--- config.mk ---
export PLATFORM = sky130hd
export DESIGN_NAME = control_timer_ctrl_regs
export DESIGN_NICKNAME = d
export VERILOG_FILES = /design/src/control_timer_pkg.sv /design/src/control_timer_ctrl_regs.sv /design/src/control_timer_event_filter.sv
export SDC_FILE = /design/constraint.sdc
export NUM_CORES = 1
export LEC_CHECK = 0
export BUFFER_PORTS_ARGS = -buffer_cell sky130_fd_sc_hd__buf_2
export CAP_MARGIN = 5
export CORE_MARGIN = 3
export CORE_UTILIZATION = 55
export DETAILED_ROUTE_END_ITERATION = 6
export GPL_ROUTABILITY_DRIVEN = 0
export GPL_TIMING_DRIVEN = 0
export HOLD_SLACK_MARGIN = 0.02
export PLACE_DENSITY_LB_ADDON = 0.15
export SLEW_MARGIN = 20
export SYNTH_ARGS = -nofsm -noshare
export SYNTH_HDL_FRONTEND = slang
export SYNTH_HIERARCHICAL = 1
export SYNTH_SLANG_ARGS = --single-unit
--- constraint.sdc ---
create_clock -name i_mclk -period 2.9 [get_ports i_mclk]
set_input_delay 0.29 -clock i_mclk [delete_from_list [all_inputs] [get_ports i_mclk]]
set_output_delay 0.29 -clock i_mclk [all_outputs]
set_load 0.02 [all_outputs]
--- src/control_timer_pkg.sv ---
/*
  control_timer_pkg: register offsets, field positions, reset values, modes and
  carrier structs for the control timer register block.
  Assumes byte-wide registers on a plain address/strobe port.
*/
package control_timer_pkg;

  // ---------------------------------------------------------------
  // register offsets
  // ---------------------------------------------------------------
  localparam logic [7:0] ADDR_CLOCK_ENABLE = 8'h00;
  localparam logic [7:0] ADDR_WAVE_MODE = 8'h01;
  localparam logic [7:0] ADDR_ROUTING = 8'h02;
  localparam logic [7:0] ADDR_OVERRIDE = 8'h03;
  localparam logic [7:0] ADDR_STROBE = 8'h04;
  localparam logic [7:0] ADDR_EVENT_A = 8'h08;
  localparam logic [7:0] ADDR_STATUS = 8'h0E;
  localparam logic [7:0] ADDR_CMP_A_SET_L = 8'h28;
  localparam logic [7:0] ADDR_CMP_A_CLR_H = 8'h2B;
  localparam logic [7:0] ADDR_CMP_B_SET_L = 8'h2C;
  localparam logic [7:0] ADDR_CMP_B_CLR_H = 8'h2F;
  localparam logic [7:0] CMP_BANK_MASK = 8'hFC;

  // ---------------------------------------------------------------
  // field positions and reset values
  // ---------------------------------------------------------------
  localparam int EN_BIT = 0;
  localparam int DIV_LSB = 1;
  localparam int DIV_MSB = 2;
  localparam int CE_UPPER_LSB = 3;
  localparam int CE_UPPER_MSB = 6;
  localparam int OUT_D_SRC_BIT = 7;
  localparam int OUT_C_SRC_BIT = 6;
  localparam int FIFTY_BIT = 3;
  localparam int AUTO_UPD_BIT = 1;
  localparam int OVERRIDE_BIT = 0;
  localparam int DISABLE_AT_END_STROBE_BIT = 7;
  localparam int CAP_B_BIT = 4;
  localparam int CAP_A_BIT = 3;
  localparam int RESTART_BIT = 2;
  localparam int SYNC_NOW_BIT = 1;
  localparam int SYNC_EOC_BIT = 0;
  localparam int EV_CFG_LSB = 6;
  localparam int EV_CFG_MSB = 7;
  localparam int EV_EDGE_BIT = 4;
  localparam int EV_ACTION_BIT = 2;
  localparam int EV_TRIG_BIT = 0;
  localparam int ST_CMD_RDY_BIT = 1;
  localparam int ST_EN_RDY_BIT = 0;
  localparam logic [7:0] REG_RESET = 8'h00;
  localparam int FILTER_SAMPLES = 4;

  // ---------------------------------------------------------------
  // enumerations
  // ---------------------------------------------------------------
  typedef enum logic [1:0] {
    SINGLE_RAMP, DOUBLE_RAMP, QUAD_RAMP, UP_DOWN_SLOPE
  } waveform_gen_select_type;

  typedef enum logic [1:0] {
    DEAD_TIME_A, ON_TIME_A, DEAD_TIME_B, ON_TIME_B
  } cycle_state_type;

  localparam logic [1:0] EV_CFG_NEITHER = 2'h0;
  localparam logic [1:0] EV_CFG_FILTER = 2'h1;
  localparam logic [1:0] EV_CFG_ASYNC = 2'h2;

  // ---------------------------------------------------------------
  // carriers
  // ---------------------------------------------------------------
  typedef struct packed {
    logic a_en;
    logic b_en;
    logic [1:0] sel;
    logic [7:0] data;
  } cmp_write_type;

  typedef struct packed {
    logic restart;
    logic capture_a;
    logic capture_b;
    logic load_buffers;
  } timer_cmd_type;

  typedef struct packed {
    logic trigger_a;
    logic fault;
    logic capture;
    logic async_fault;
  } event_out_type;

endpackage
--- src/control_timer_ctrl_regs.sv ---
/*
  control_timer_ctrl_regs: control registers of the 12-bit control timer:
  sync divider and enable handshake, waveform mode, output routing, override,
  command strobes, compare write steering and event input A conditioning.
  Assumes the counter logic outside supplies the cycle state, default
  waveforms and an end-of-cycle pulse, and owns the compare/capture registers.
*/
// Design decision made here: the address-and-strobe port.
// Contract
// sync divider field divides timer clock by 1, 2, 4 or 8.
// enable write crosses into timer domain; rewrite only after enable ready.
// enable bit writable while running; 1 runs, 0 stops.
// mode field selects single, double, quad ramp or up-down slope.
// out D source bit picks waveform A (0) or B (1).
// out C source bit picks waveform A (0) or B (1).
// fifty bit copies compare B set/clear writes into compare A.
// auto update plus compare B clear high write requests end-of-cycle load.
// auto update and fifty plus compare A clear high write also requests it.
// override bit drives waveforms from per-state override levels.
// double/quad ramp: override bits 0..3 for dead A, on A, dead B, on B.
// single ramp: A uses bit1/bit0, B uses bit3/bit2.
// disable-at-end stops timer at cycle end; ignored during enable sync.
// capture strobes A/B capture counter once synchronised.
// restart strobe restarts counter once synchronised.
// immediate sync strobe loads buffers once synchronised.
// end-of-cycle sync strobe loads buffers at next cycle end.
// strobes ignored while a command is still synchronising.
// filter config passes event after four equal samples.
// async config acts on outputs directly; zero does neither.
// edge bit picks falling/low (0) or rising/high (1) as active.
// action bit: fault only (0) or fault and capture (1).
// trigger enable lets event act as trigger for input A.
// command ready high when idle, drops on strobes and auto update.
// enable ready drops on enable write or disable strobe, rises when synced.
// strobe bits self-clear and read zero once accepted.
`timescale 1ns/1ps
module control_timer_ctrl_regs #(
  parameter int DIV_WIDTH = 3
) (
  // clock and reset
  input wire logic i_mclk,
  input wire logic i_rst_n,
  // register port
  input wire logic [7:0] i_addr,
  input wire logic [7:0] i_wdata,
  input wire logic i_wr,
  input wire logic i_rd,
  output logic [7:0] o_rdata,
  // timer core
  input wire logic i_cycle_end,
  input wire control_timer_pkg::cycle_state_type i_cycle_state,
  input wire logic i_wave_a_default,
  input wire logic i_wave_b_default,
  output logic o_timer_enable,
  output logic o_sync_tick,
  output control_timer_pkg::waveform_gen_select_type o_wave_mode,
  output control_timer_pkg::timer_cmd_type o_cmd,
  output control_timer_pkg::cmp_write_type o_cmp_write,
  // waveform pins
  output logic o_wave_out_a,
  output logic o_wave_out_b,
  output logic o_out_c,
  output logic o_out_d,
  // event input A
  input wire logic i_event,
  output control_timer_pkg::event_out_type o_event
);
  import control_timer_pkg::*;

  // ---------------------------------------------------------------
  // register state
  // ---------------------------------------------------------------
  logic enable_q;
  logic [1:0] sync_divider_q;
  logic [CE_UPPER_MSB:CE_UPPER_LSB] ce_upper_q;
  waveform_gen_select_type wave_mode_q;
  logic [7:0] routing_q;
  logic [3:0] wave_a_override_levels_q;
  logic [3:0] wave_b_override_levels_q;
  logic [7:0] event_ctrl_q;
  logic [4:0] cmd_pend_q;
  logic auto_req_q;
  logic en_pend_q;
  logic en_target_q;
  logic disable_pend_q;
  logic eoc_armed_q;
  logic [DIV_WIDTH-1:0] div_cnt_q;
  logic [7:0] rdata_q;
  timer_cmd_type cmd_q;
  cmp_write_type cmp_q;
  logic wave_a_q, wave_b_q, out_c_q, out_d_q;
  logic event_q, event_prev_q;
  logic command_ready_flag, enable_ready_flag;
  logic wr_ce, wr_strobe, wr_cmp_b, sync_tick, auto_hit;

  // ---------------------------------------------------------------
  // helpers
  // ---------------------------------------------------------------
  function automatic logic [DIV_WIDTH-1:0] div_last(input logic [1:0] sel);
    div_last = DIV_WIDTH'((1 << sel) - 1);
  endfunction

  function automatic logic pick_level(input logic sel, input logic a, input logic b);
    pick_level = sel ? b : a;
  endfunction

  assign wr_ce = i_wr && (i_addr == ADDR_CLOCK_ENABLE);
  assign wr_strobe = i_wr && (i_addr == ADDR_STROBE);
  assign wr_cmp_b = i_wr && ((i_addr & CMP_BANK_MASK) == ADDR_CMP_B_SET_L);
  assign auto_hit = i_wr && routing_q[AUTO_UPD_BIT] &&
                    ((i_addr == ADDR_CMP_B_CLR_H) ||
                     (i_addr == ADDR_CMP_A_CLR_H && routing_q[FIFTY_BIT]));
  assign command_ready_flag = ~|cmd_pend_q && !auto_req_q;
  assign enable_ready_flag = !en_pend_q && !disable_pend_q;

  // ---------------------------------------------------------------
  // sync divider: one tick per timer-domain sample point
  // ---------------------------------------------------------------
  always_ff @(posedge i_mclk or negedge i_rst_n) begin
    if (!i_rst_n) begin
      div_cnt_q <= '0;
    end else if (div_cnt_q >= div_last(sync_divider_q)) begin
      div_cnt_q <= '0;
    end else begin
      div_cnt_q <= div_cnt_q + 1'b1;
    end
  end
  assign sync_tick = (div_cnt_q >= div_last(sync_divider_q));

  // ---------------------------------------------------------------
  // enable handshake
  // ---------------------------------------------------------------
  // divider and upper clock bits are only accepted while stopped, enable whenever enable ready is high
  always_ff @(posedge i_mclk or negedge i_rst_n) begin
    if (!i_rst_n) begin
      sync_divider_q <= '0;
      ce_upper_q <= '0;
      en_target_q <= 1'b0;
      en_pend_q <= 1'b0;
    end else if (wr_ce && enable_ready_flag) begin
      en_target_q <= i_wdata[EN_BIT];
      en_pend_q <= 1'b1;
      if (!enable_q) begin
        sync_divider_q <= i_wdata[DIV_MSB:DIV_LSB];
        ce_upper_q <= i_wdata[CE_UPPER_MSB:CE_UPPER_LSB];
      end
    end else if (en_pend_q && sync_tick) begin
      en_pend_q <= 1'b0;
    end
  end

  always_ff @(posedge i_mclk or negedge i_rst_n) begin
    if (!i_rst_n) begin
      enable_q <= 1'b0;
      disable_pend_q <= 1'b0;
    end else begin
      if (en_pend_q && sync_tick) begin
        enable_q <= en_target_q;
      end else if (disable_pend_q && (i_cycle_end || !enable_q)) begin
        enable_q <= 1'b0;
      end
      if (wr_strobe && i_wdata[DISABLE_AT_END_STROBE_BIT] && enable_ready_flag) begin
        disable_pend_q <= 1'b1;
      end else if (disable_pend_q && (i_cycle_end || !enable_q)) begin
        disable_pend_q <= 1'b0;
      end
    end
  end

  a_enable_ready_drop: assert property (@(posedge i_mclk) disable iff (!i_rst_n)
    (wr_ce && enable_ready_flag) |=> !enable_ready_flag ##0 (en_target_q == $past(i_wdata[EN_BIT])))
    else $error("enable ready did not drop on enable write");
  a_enable_sync_done: assert property (@(posedge i_mclk) disable iff (!i_rst_n)
    (en_pend_q && sync_tick && !disable_pend_q) |=> enable_ready_flag && (enable_q == $past(en_target_q)))
    else $error("enable not taken at the sync tick");
  a_disable_hold: assert property (@(posedge i_mclk) disable iff (!i_rst_n)
    (disable_pend_q && enable_q && !i_cycle_end) |=> !enable_ready_flag && enable_q)
    else $error("disable at end acted before the cycle end");

  // ---------------------------------------------------------------
  // mode, routing, override and event registers
  // ---------------------------------------------------------------
  always_ff @(posedge i_mclk or negedge i_rst_n) begin
    if (!i_rst_n) begin
      wave_mode_q <= SINGLE_RAMP;
      routing_q <= REG_RESET;
      wave_a_override_levels_q <= '0;
      wave_b_override_levels_q <= '0;
      event_ctrl_q <= REG_RESET;
    end else if (i_wr) begin
      unique case (i_addr)
        ADDR_WAVE_MODE: wave_mode_q <= waveform_gen_select_type'(i_wdata[1:0]);
        ADDR_ROUTING: routing_q <= i_wdata;
        ADDR_OVERRIDE: begin
          wave_a_override_levels_q <= i_wdata[3:0];
          wave_b_override_levels_q <= i_wdata[7:4];
        end
        ADDR_EVENT_A: event_ctrl_q <= i_wdata;
        default: ;
      endcase
    end
  end

  // ---------------------------------------------------------------
  // command strobes
  // ---------------------------------------------------------------
  // pending bits read back as the strobe register and clear when accepted
  always_ff @(posedge i_mclk or negedge i_rst_n) begin
    if (!i_rst_n) begin
      cmd_pend_q <= '0;
      auto_req_q <= 1'b0;
    end else if (command_ready_flag) begin
      if (wr_strobe) begin
        cmd_pend_q <= {i_wdata[CAP_B_BIT], i_wdata[CAP_A_BIT], i_wdata[RESTART_BIT],
                       i_wdata[SYNC_NOW_BIT], i_wdata[SYNC_EOC_BIT]};
      end
      auto_req_q <= auto_hit;
    end else if (sync_tick) begin
      cmd_pend_q <= '0;
      auto_req_q <= 1'b0;
    end
  end

  a_cmd_ignored: assert property (@(posedge i_mclk) disable iff (!i_rst_n)
    (wr_strobe && !command_ready_flag && !sync_tick) |=> (cmd_pend_q == $past(cmd_pend_q)))
    else $error("strobe accepted while a command was synchronising");
  a_cmd_ready_drop: assert property (@(posedge i_mclk) disable iff (!i_rst_n)
    (command_ready_flag && (auto_hit || (wr_strobe && |i_wdata[CAP_B_BIT:SYNC_EOC_BIT])))
      |=> !command_ready_flag ##[0:8] command_ready_flag)
    else $error("command ready did not drop on a command");

  always_ff @(posedge i_mclk or negedge i_rst_n) begin
    if (!i_rst_n) begin
      cmd_q <= '0;
      eoc_armed_q <= 1'b0;
    end else begin
      cmd_q.capture_b <= sync_tick && cmd_pend_q[4];
      cmd_q.capture_a <= sync_tick && cmd_pend_q[3];
      cmd_q.restart <= sync_tick && cmd_pend_q[2];
      cmd_q.load_buffers <= (sync_tick && cmd_pend_q[1]) || (eoc_armed_q && i_cycle_end);
      if (sync_tick && (cmd_pend_q[0] || auto_req_q)) begin
        eoc_armed_q <= 1'b1;
      end else if (i_cycle_end) begin
        eoc_armed_q <= 1'b0;
      end
    end
  end

  a_restart_pulse: assert property (@(posedge i_mclk) disable iff (!i_rst_n)
    (sync_tick && cmd_pend_q[2]) |=> o_cmd.restart ##1 !o_cmd.restart)
    else $error("restart pulse missing or too long");
  a_eoc_load: assert property (@(posedge i_mclk) disable iff (!i_rst_n)
    (eoc_armed_q && i_cycle_end && !(sync_tick && (cmd_pend_q[0] || auto_req_q)))
      |=> o_cmd.load_buffers && !eoc_armed_q)
    else $error("end of cycle load not issued");

  // ---------------------------------------------------------------
  // compare write steering
  // ---------------------------------------------------------------
  always_ff @(posedge i_mclk or negedge i_rst_n) begin
    if (!i_rst_n) begin
      cmp_q <= '0;
    end else begin
      cmp_q.b_en <= wr_cmp_b;
      cmp_q.a_en <= (i_wr && ((i_addr & CMP_BANK_MASK) == ADDR_CMP_A_SET_L)) ||
                    (wr_cmp_b && routing_q[FIFTY_BIT]);
      cmp_q.sel <= i_addr[1:0];
      cmp_q.data <= i_wdata;
    end
  end

  a_fifty_copy: assert property (@(posedge i_mclk) disable iff (!i_rst_n)
    (wr_cmp_b && routing_q[FIFTY_BIT]) |=> o_cmp_write.a_en && o_cmp_write.b_en
      && (o_cmp_write.data == $past(i_wdata)))
    else $error("compare B write not mirrored into compare A");

  // ---------------------------------------------------------------
  // waveform generation with override and routing
  // ---------------------------------------------------------------
  logic wave_a_d, wave_b_d;
  always_comb begin
    wave_a_d = i_wave_a_default;
    wave_b_d = i_wave_b_default;
    if (routing_q[OVERRIDE_BIT]) begin
      if (wave_mode_q == SINGLE_RAMP) begin
        unique case (i_cycle_state)
          DEAD_TIME_A: wave_a_d = wave_a_override_levels_q[1];
          ON_TIME_A: wave_a_d = wave_a_override_levels_q[0];
          DEAD_TIME_B: wave_b_d = wave_b_override_levels_q[3];
          ON_TIME_B: wave_b_d = wave_b_override_levels_q[2];
        endcase
      end else begin
        wave_a_d = wave_a_override_levels_q[i_cycle_state];
        wave_b_d = wave_b_override_levels_q[i_cycle_state];
      end
    end
  end

  always_ff @(posedge i_mclk or negedge i_rst_n) begin
    if (!i_rst_n) begin
      wave_a_q <= 1'b0;
      wave_b_q <= 1'b0;
      out_c_q <= 1'b0;
      out_d_q <= 1'b0;
    end else begin
      wave_a_q <= wave_a_d;
      wave_b_q <= wave_b_d;
      out_c_q <= pick_level(routing_q[OUT_C_SRC_BIT], wave_a_d, wave_b_d);
      out_d_q <= pick_level(routing_q[OUT_D_SRC_BIT], wave_a_d, wave_b_d);
    end
  end

  a_route_d: assert property (@(posedge i_mclk) disable iff (!i_rst_n)
    1'b1 |=> (o_out_d == ($past(routing_q[OUT_D_SRC_BIT]) ? o_wave_out_b : o_wave_out_a)))
    else $error("output D routed from the wrong waveform");
  a_route_c: assert property (@(posedge i_mclk) disable iff (!i_rst_n)
    1'b1 |=> (o_out_c == ($past(routing_q[OUT_C_SRC_BIT]) ? o_wave_out_b : o_wave_out_a)))
    else $error("output C routed from the wrong waveform");
  a_one_ramp_ovr: assert property (@(posedge i_mclk) disable iff (!i_rst_n)
    (routing_q[OVERRIDE_BIT] && wave_mode_q == SINGLE_RAMP && i_cycle_state == DEAD_TIME_A)
      |=> (o_wave_out_a == $past(wave_a_override_levels_q[1])) && (o_wave_out_b == $past(i_wave_b_default)))
    else $error("single ramp override level wrong");
  a_ovr_off: assert property (@(posedge i_mclk) disable iff (!i_rst_n)
    !routing_q[OVERRIDE_BIT] |=> (o_wave_out_a == $past(i_wave_a_default)))
    else $error("override applied while disabled");

  // ---------------------------------------------------------------
  // event input A
  // ---------------------------------------------------------------
  logic ev_filtered, ev_active_raw, ev_active;
  control_timer_event_filter #(.SAMPLES(FILTER_SAMPLES)) u_filter (
    .i_mclk(i_mclk),
    .i_rst_n(i_rst_n),
    .i_level(i_event),
    .o_level(ev_filtered)
  );

  // polarity folded in so that active is always high
  assign ev_active_raw = event_ctrl_q[EV_EDGE_BIT] ? i_event : !i_event;

  always_ff @(posedge i_mclk or negedge i_rst_n) begin
    if (!i_rst_n) begin
      event_q <= 1'b0;
      event_prev_q <= 1'b0;
    end else begin
      if (event_ctrl_q[EV_CFG_MSB:EV_CFG_LSB] == EV_CFG_FILTER) begin
        event_q <= event_ctrl_q[EV_EDGE_BIT] ? ev_filtered : !ev_filtered;
      end else begin
        event_q <= ev_active_raw;
      end
      event_prev_q <= event_q;
    end
  end
  assign ev_active = event_q && event_ctrl_q[EV_TRIG_BIT];

  // async path bypasses every flop, so glitches on the pin reach the fault logic
  assign o_event.async_fault = event_ctrl_q[EV_TRIG_BIT] && ev_active_raw &&
                               (event_ctrl_q[EV_CFG_MSB:EV_CFG_LSB] == EV_CFG_ASYNC);
  assign o_event.trigger_a = ev_active && !event_prev_q;
  assign o_event.fault = ev_active;
  assign o_event.capture = ev_active && !event_prev_q && event_ctrl_q[EV_ACTION_BIT];

  a_event_capture: assert property (@(posedge i_mclk) disable iff (!i_rst_n)
    o_event.capture |-> o_event.fault && event_ctrl_q[EV_ACTION_BIT] ##1 !o_event.capture)
    else $error("capture raised without fault or action bit");

  // ---------------------------------------------------------------
  // read-back
  // ---------------------------------------------------------------
  always_ff @(posedge i_mclk or negedge i_rst_n) begin
    if (!i_rst_n) begin
      rdata_q <= REG_RESET;
    end else if (i_rd) begin
      unique case (i_addr)
        ADDR_CLOCK_ENABLE: rdata_q <= {1'b0, ce_upper_q, sync_divider_q, enable_q};
        ADDR_WAVE_MODE: rdata_q <= {6'h00, wave_mode_q};
        ADDR_ROUTING: rdata_q <= routing_q & 8'hCB;
        ADDR_OVERRIDE: rdata_q <= {wave_b_override_levels_q, wave_a_override_levels_q};
        ADDR_STROBE: rdata_q <= {disable_pend_q, 2'h0, cmd_pend_q};
        ADDR_EVENT_A: rdata_q <= event_ctrl_q & 8'hD5;
        ADDR_STATUS: rdata_q <= {6'h00, command_ready_flag, enable_ready_flag};
        default: rdata_q <= REG_RESET;
      endcase
    end else begin
      rdata_q <= REG_RESET;
    end
  end

  assign o_rdata = rdata_q;
  assign o_timer_enable = enable_q;
  assign o_sync_tick = sync_tick;
  assign o_wave_mode = wave_mode_q;
  assign o_cmd = cmd_q;
  assign o_cmp_write = cmp_q;
  assign o_wave_out_a = wave_a_q;
  assign o_wave_out_b = wave_b_q;
  assign o_out_c = out_c_q;
  assign o_out_d = out_d_q;

endmodule

--- src/control_timer_event_filter.sv ---
/*
  control_timer_event_filter: noise filter for the event input; the output
  follows the input only after a run of equal samples.
  Assumes the input is already synchronous to i_mclk.
*/
`timescale 1ns/1ps
module control_timer_event_filter #(
  parameter int SAMPLES = control_timer_pkg::FILTER_SAMPLES
) (
  // clock and reset
  input wire logic i_mclk,
  input wire logic i_rst_n,
  // data
  input wire logic i_level,
  output logic o_level
);
  import control_timer_pkg::*;

  logic [SAMPLES-1:0] hist_q;
  logic level_q;

  always_ff @(posedge i_mclk or negedge i_rst_n) begin
    if (!i_rst_n) begin
      hist_q <= '0;
    end else begin
      hist_q <= {hist_q[SAMPLES-2:0], i_level};
    end
  end

  // four equal samples in a row before the output moves
  always_ff @(posedge i_mclk or negedge i_rst_n) begin
    if (!i_rst_n) begin
      level_q <= 1'b0;
    end else if (&hist_q) begin
      level_q <= 1'b1;
    end else if (~|hist_q) begin
      level_q <= 1'b0;
    end
  end

  assign o_level = level_q;

  a_filter_stable: assert property (@(posedge i_mclk) disable iff (!i_rst_n)
    (o_level != $past(o_level)) |-> (hist_q == {SAMPLES{$past(o_level, 1) ^ 1'b1}})
      || (&$past(hist_q)) || (~|$past(hist_q)))
    else $error("filter output moved without a run of equal samples");

endmodule

==> impl_metrics.json <==
{
  "cp_top_family": "compound AO/OA/AOI/OAI gates",
  "cp_slowest_cell": "dfrtp_1",
  "clock-sinks": 75,
  "final-setup-viol-count": 0,
  "die_x_um": 82.6,
  "clock_skew_ns": 0.00653,
  "finalHoldViolations": 0,
  "postSynthCellCount": 256,
  "cp_max_fo": 10,
  "min_period_ns": 2.71,
  "grt_pass1_vias": 2237,
  "synthArstFlopShare": 1.00,
  "grt_pass1_wl_mm": 11.1,
  "layout_common_cells": "dfrtp_1 (75), buf_2 (57), mux2_2 (30), nand2_1 (19), nor2_1 (16)",
  "rsz0062_at_grt": "no",
  "status": "finished, final reports clean",
  "leakage_uw": 0.00188,
  "ir_worst_vdd_mv": 0.412,
  "finalMaxSlewViolations": 0,
  "route.vias.total": 2255,
  "min_path_type": "input port to flip-flop",
  "fin_ws_ns": 0.185,
  "worstSetupPathType": "flip-flop to output pin",
  "cp_slowest_stage_delay_ns": 0.42,
  "clkTransAtPathRegs_ns": 0.07,
  "holdWs_ns": 0.0879,
  "worstPathCellList": "or2_2 > ha_1 > nand2b_1 > a21o_1 > a21oi_4 > clkinv_2 > buf_2",
  "instances_no_fill": 404,
  "cts_htree_levels": 3,
  "routed_wl_mm": 6.82,
  "dp_cells": 387,
  "cts_tree": "done",
  "core_um2": 5610,
  "syn-cell-area_um2": 3230,
  "port_buffers": 58,
  "drc_errors": 0,
  "overflow": 0,
  "tightest_slew_ns": 0.649,
  "syn_to_final_growth_pct": 18.9,
  "final_util": 0.684,
  "maxCapViolCount": 0,
  "cts_buffers": 9,
  "antenna_cells": 0,
  "setup.worst_path.start_class": "flip-flop",
  "synth-edff-count": 0,
  "grt_use_total": 0.226,
  "die-area_um2": 6820,
  "dominantRegCellSynth": "dfrtp_1",
  "crit_path_end_kind": "output pin",
  "num-fill-cells": 434,
  "final_common_cell": "dfrtp_1",
  "drtIter0Drc": 146,
  "post_cts.repair.setup_buffers": 0,
  "arrival_ns": 2.42,
  "rows": 27,
  "fmax_ghz": 0.368,
  "cts_buffer_depth": 2,
  "synth_nets": 286,
  "drive_gt1_frac": 0.355,
  "p_per_area_nw_per_um2": 526,
  "grt_antenna_before_repair": 0,
  "num_io_pins": 62,
  "cp_num_buf_inv": 2,
  "yosysWarnings": 6,
  "synth_cell_types": 47,
  "required_ns": 2.61,
  "yosys_register_bits": 75,
  "clock_latency_ns": 0.34,
  "synth_seq_area_share": 0.582,
  "root_buffer": "clkbuf_8",
  "fp.dieH_um": 82.6,
  "first_pass_iters": 4,
  "viasPerCell": 5.58,
  "post-place-ws_ns": 0.288,
  "start_util": 0.575,
  "setup_tns_ns": 0,
  "nNetsFinal": 357,
  "final_antenna_net_count": 0,
  "syn_area_per_cell_um2": 12.6,
  "routedWlPerCell_um": 16.9,
  "hpwl_mm": 4.88,
  "relSlewSlack": 0.567,
  "post-route-period-util": 0.936,
  "grt_max_degree": 47
}
[metrics by stage]
stage	total power (µW)	area (µm²)
2_1_floorplan	1220	3230
3_3_place_gp	1310	3610
3_5_place_dp	1320	3640
4_1_cts	2040	3830
5_1_grt	2120	3830
6_report	2020	3830
[cells in the mapped netlist (all sizes together), types with 2 or more instances]
master / count / area share
dfrtp: 75 / 0.58
mux2: 30 / 0.10
nand2: 19 / 0.022
nor2: 16 / 0.019
mux2i: 14 / 0.043
a21oi: 7 / 0.012
a22o: 7 / 0.019
inv: 7 / 0.0081
and2: 6 / 0.012
clkbuf: 6 / 0.0070
nor3: 6 / 0.014
o21ai: 6 / 0.0093
nand3: 5 / 0.012
a22oi: 4 / 0.0093
ha: 4 / 0.016
nor2b: 4 / 0.0078
nor4: 4 / 0.014
nand2b: 3 / 0.0058
o22ai: 3 / 0.0058
xnor2: 3 / 0.0081
a21o: 2 / 0.0047
a32oi: 2 / 0.0054
buf: 2 / 0.0035
nand4: 2 / 0.0058
o31ai: 2 / 0.0047
o32a: 2 / 0.0062
or3: 2 / 0.0039
xor2: 2 / 0.0054
[per-layer routing]
metal  share of wire  wire (µm)  track usage  vias up
li1                -          -            -     1068
met1            0.46       3140        0.306     1106
met2            0.45       3090        0.342       69
met3           0.065        440       0.0597       12
met4           0.021        146        0.105        0
met5               0          0            0        -
[logic make-up after synthesis]
logic type      Yosys count  synth area share
simple gates             72             0.129
flops                    75             0.582
fa+ha+maj                 4            0.0155
xor+xnor                  5            0.0136
mux                      44             0.148
compound gates           40            0.0923
buf+inv                  16            0.0198
[final timing paths]
check,from,to,slack (ns),cells past startpoint
setup / recovery,sync_divider_q[1],o_sync_tick,0.19,7
hold / removal,i_wdata[5],o_cmp_write[5],0.09,1
setup reg to reg,sync_divider_q[1],o_timer_enable,0.62,7
hold reg to reg,event_q,event_prev_q,0.38,0
max in group asynchronous,i_rst_n,u_filter/hist_q[2],1.93,3
min in group asynchronous,i_rst_n,routing_q[1],0.41,2
[power breakdown]
part | total (µW) | leakage, µW | internal, µW | switching [µW]
combinational | 190 | 0.000794 | 74.2 | 116
clock | 719 | 0.0000949 | 351 | 368
sequential | 1110 | 0.000992 | 1080 | 26.1
[sequential cells by signal, indices dropped and copies added (netlist names), 2 cells and up]
name / count
sync_divider_q: 2
wave_b_override_levels_q: 4
o_wave_mode: 2
event_ctrl_q: 5
o_rdata: 8
o_cmp_write: 12
u_filter/hist_q: 4
o_cmd: 4
cmd_pend_q: 5
routing_q: 5
ce_upper_q: 4
div_cnt_q: 3
wave_a_override_levels_q: 4
[cell type report]
class	instances	area, µm²	area share
Clock buffer	11	151	0.0395
Multi-Input combinational cell	165	1290	0.337
Timing Repair Buffer	60	330	0.0862
Clock inverter	5	27.5	0.00718
Sequential cell	75	1880	0.490
Buffer	8	33.8	0.00881
Inverter	8	31.3	0.00816
Tap cell	72	90.1	0.0235
[repair_timing]
item / 4_1_cts / 5_1_grt
hold endpoints to repair: 29 / 0
setup endpoints to repair: 1 / 1
hold buffers: 1 / 0
resized for setup: 1 / 1
[worst register-to-register path, cell delays in order, from the launching register on]
cell and delay [ns]:
dfrtp_1 0.42, or2_2 0.31, ha_1 0.28, nand2b_1 0.14, a21o_1 0.20, a21oi_4 0.32, clkinv_2 0.20, a31o_2 0.29
(Power assumes the default switching activity.)
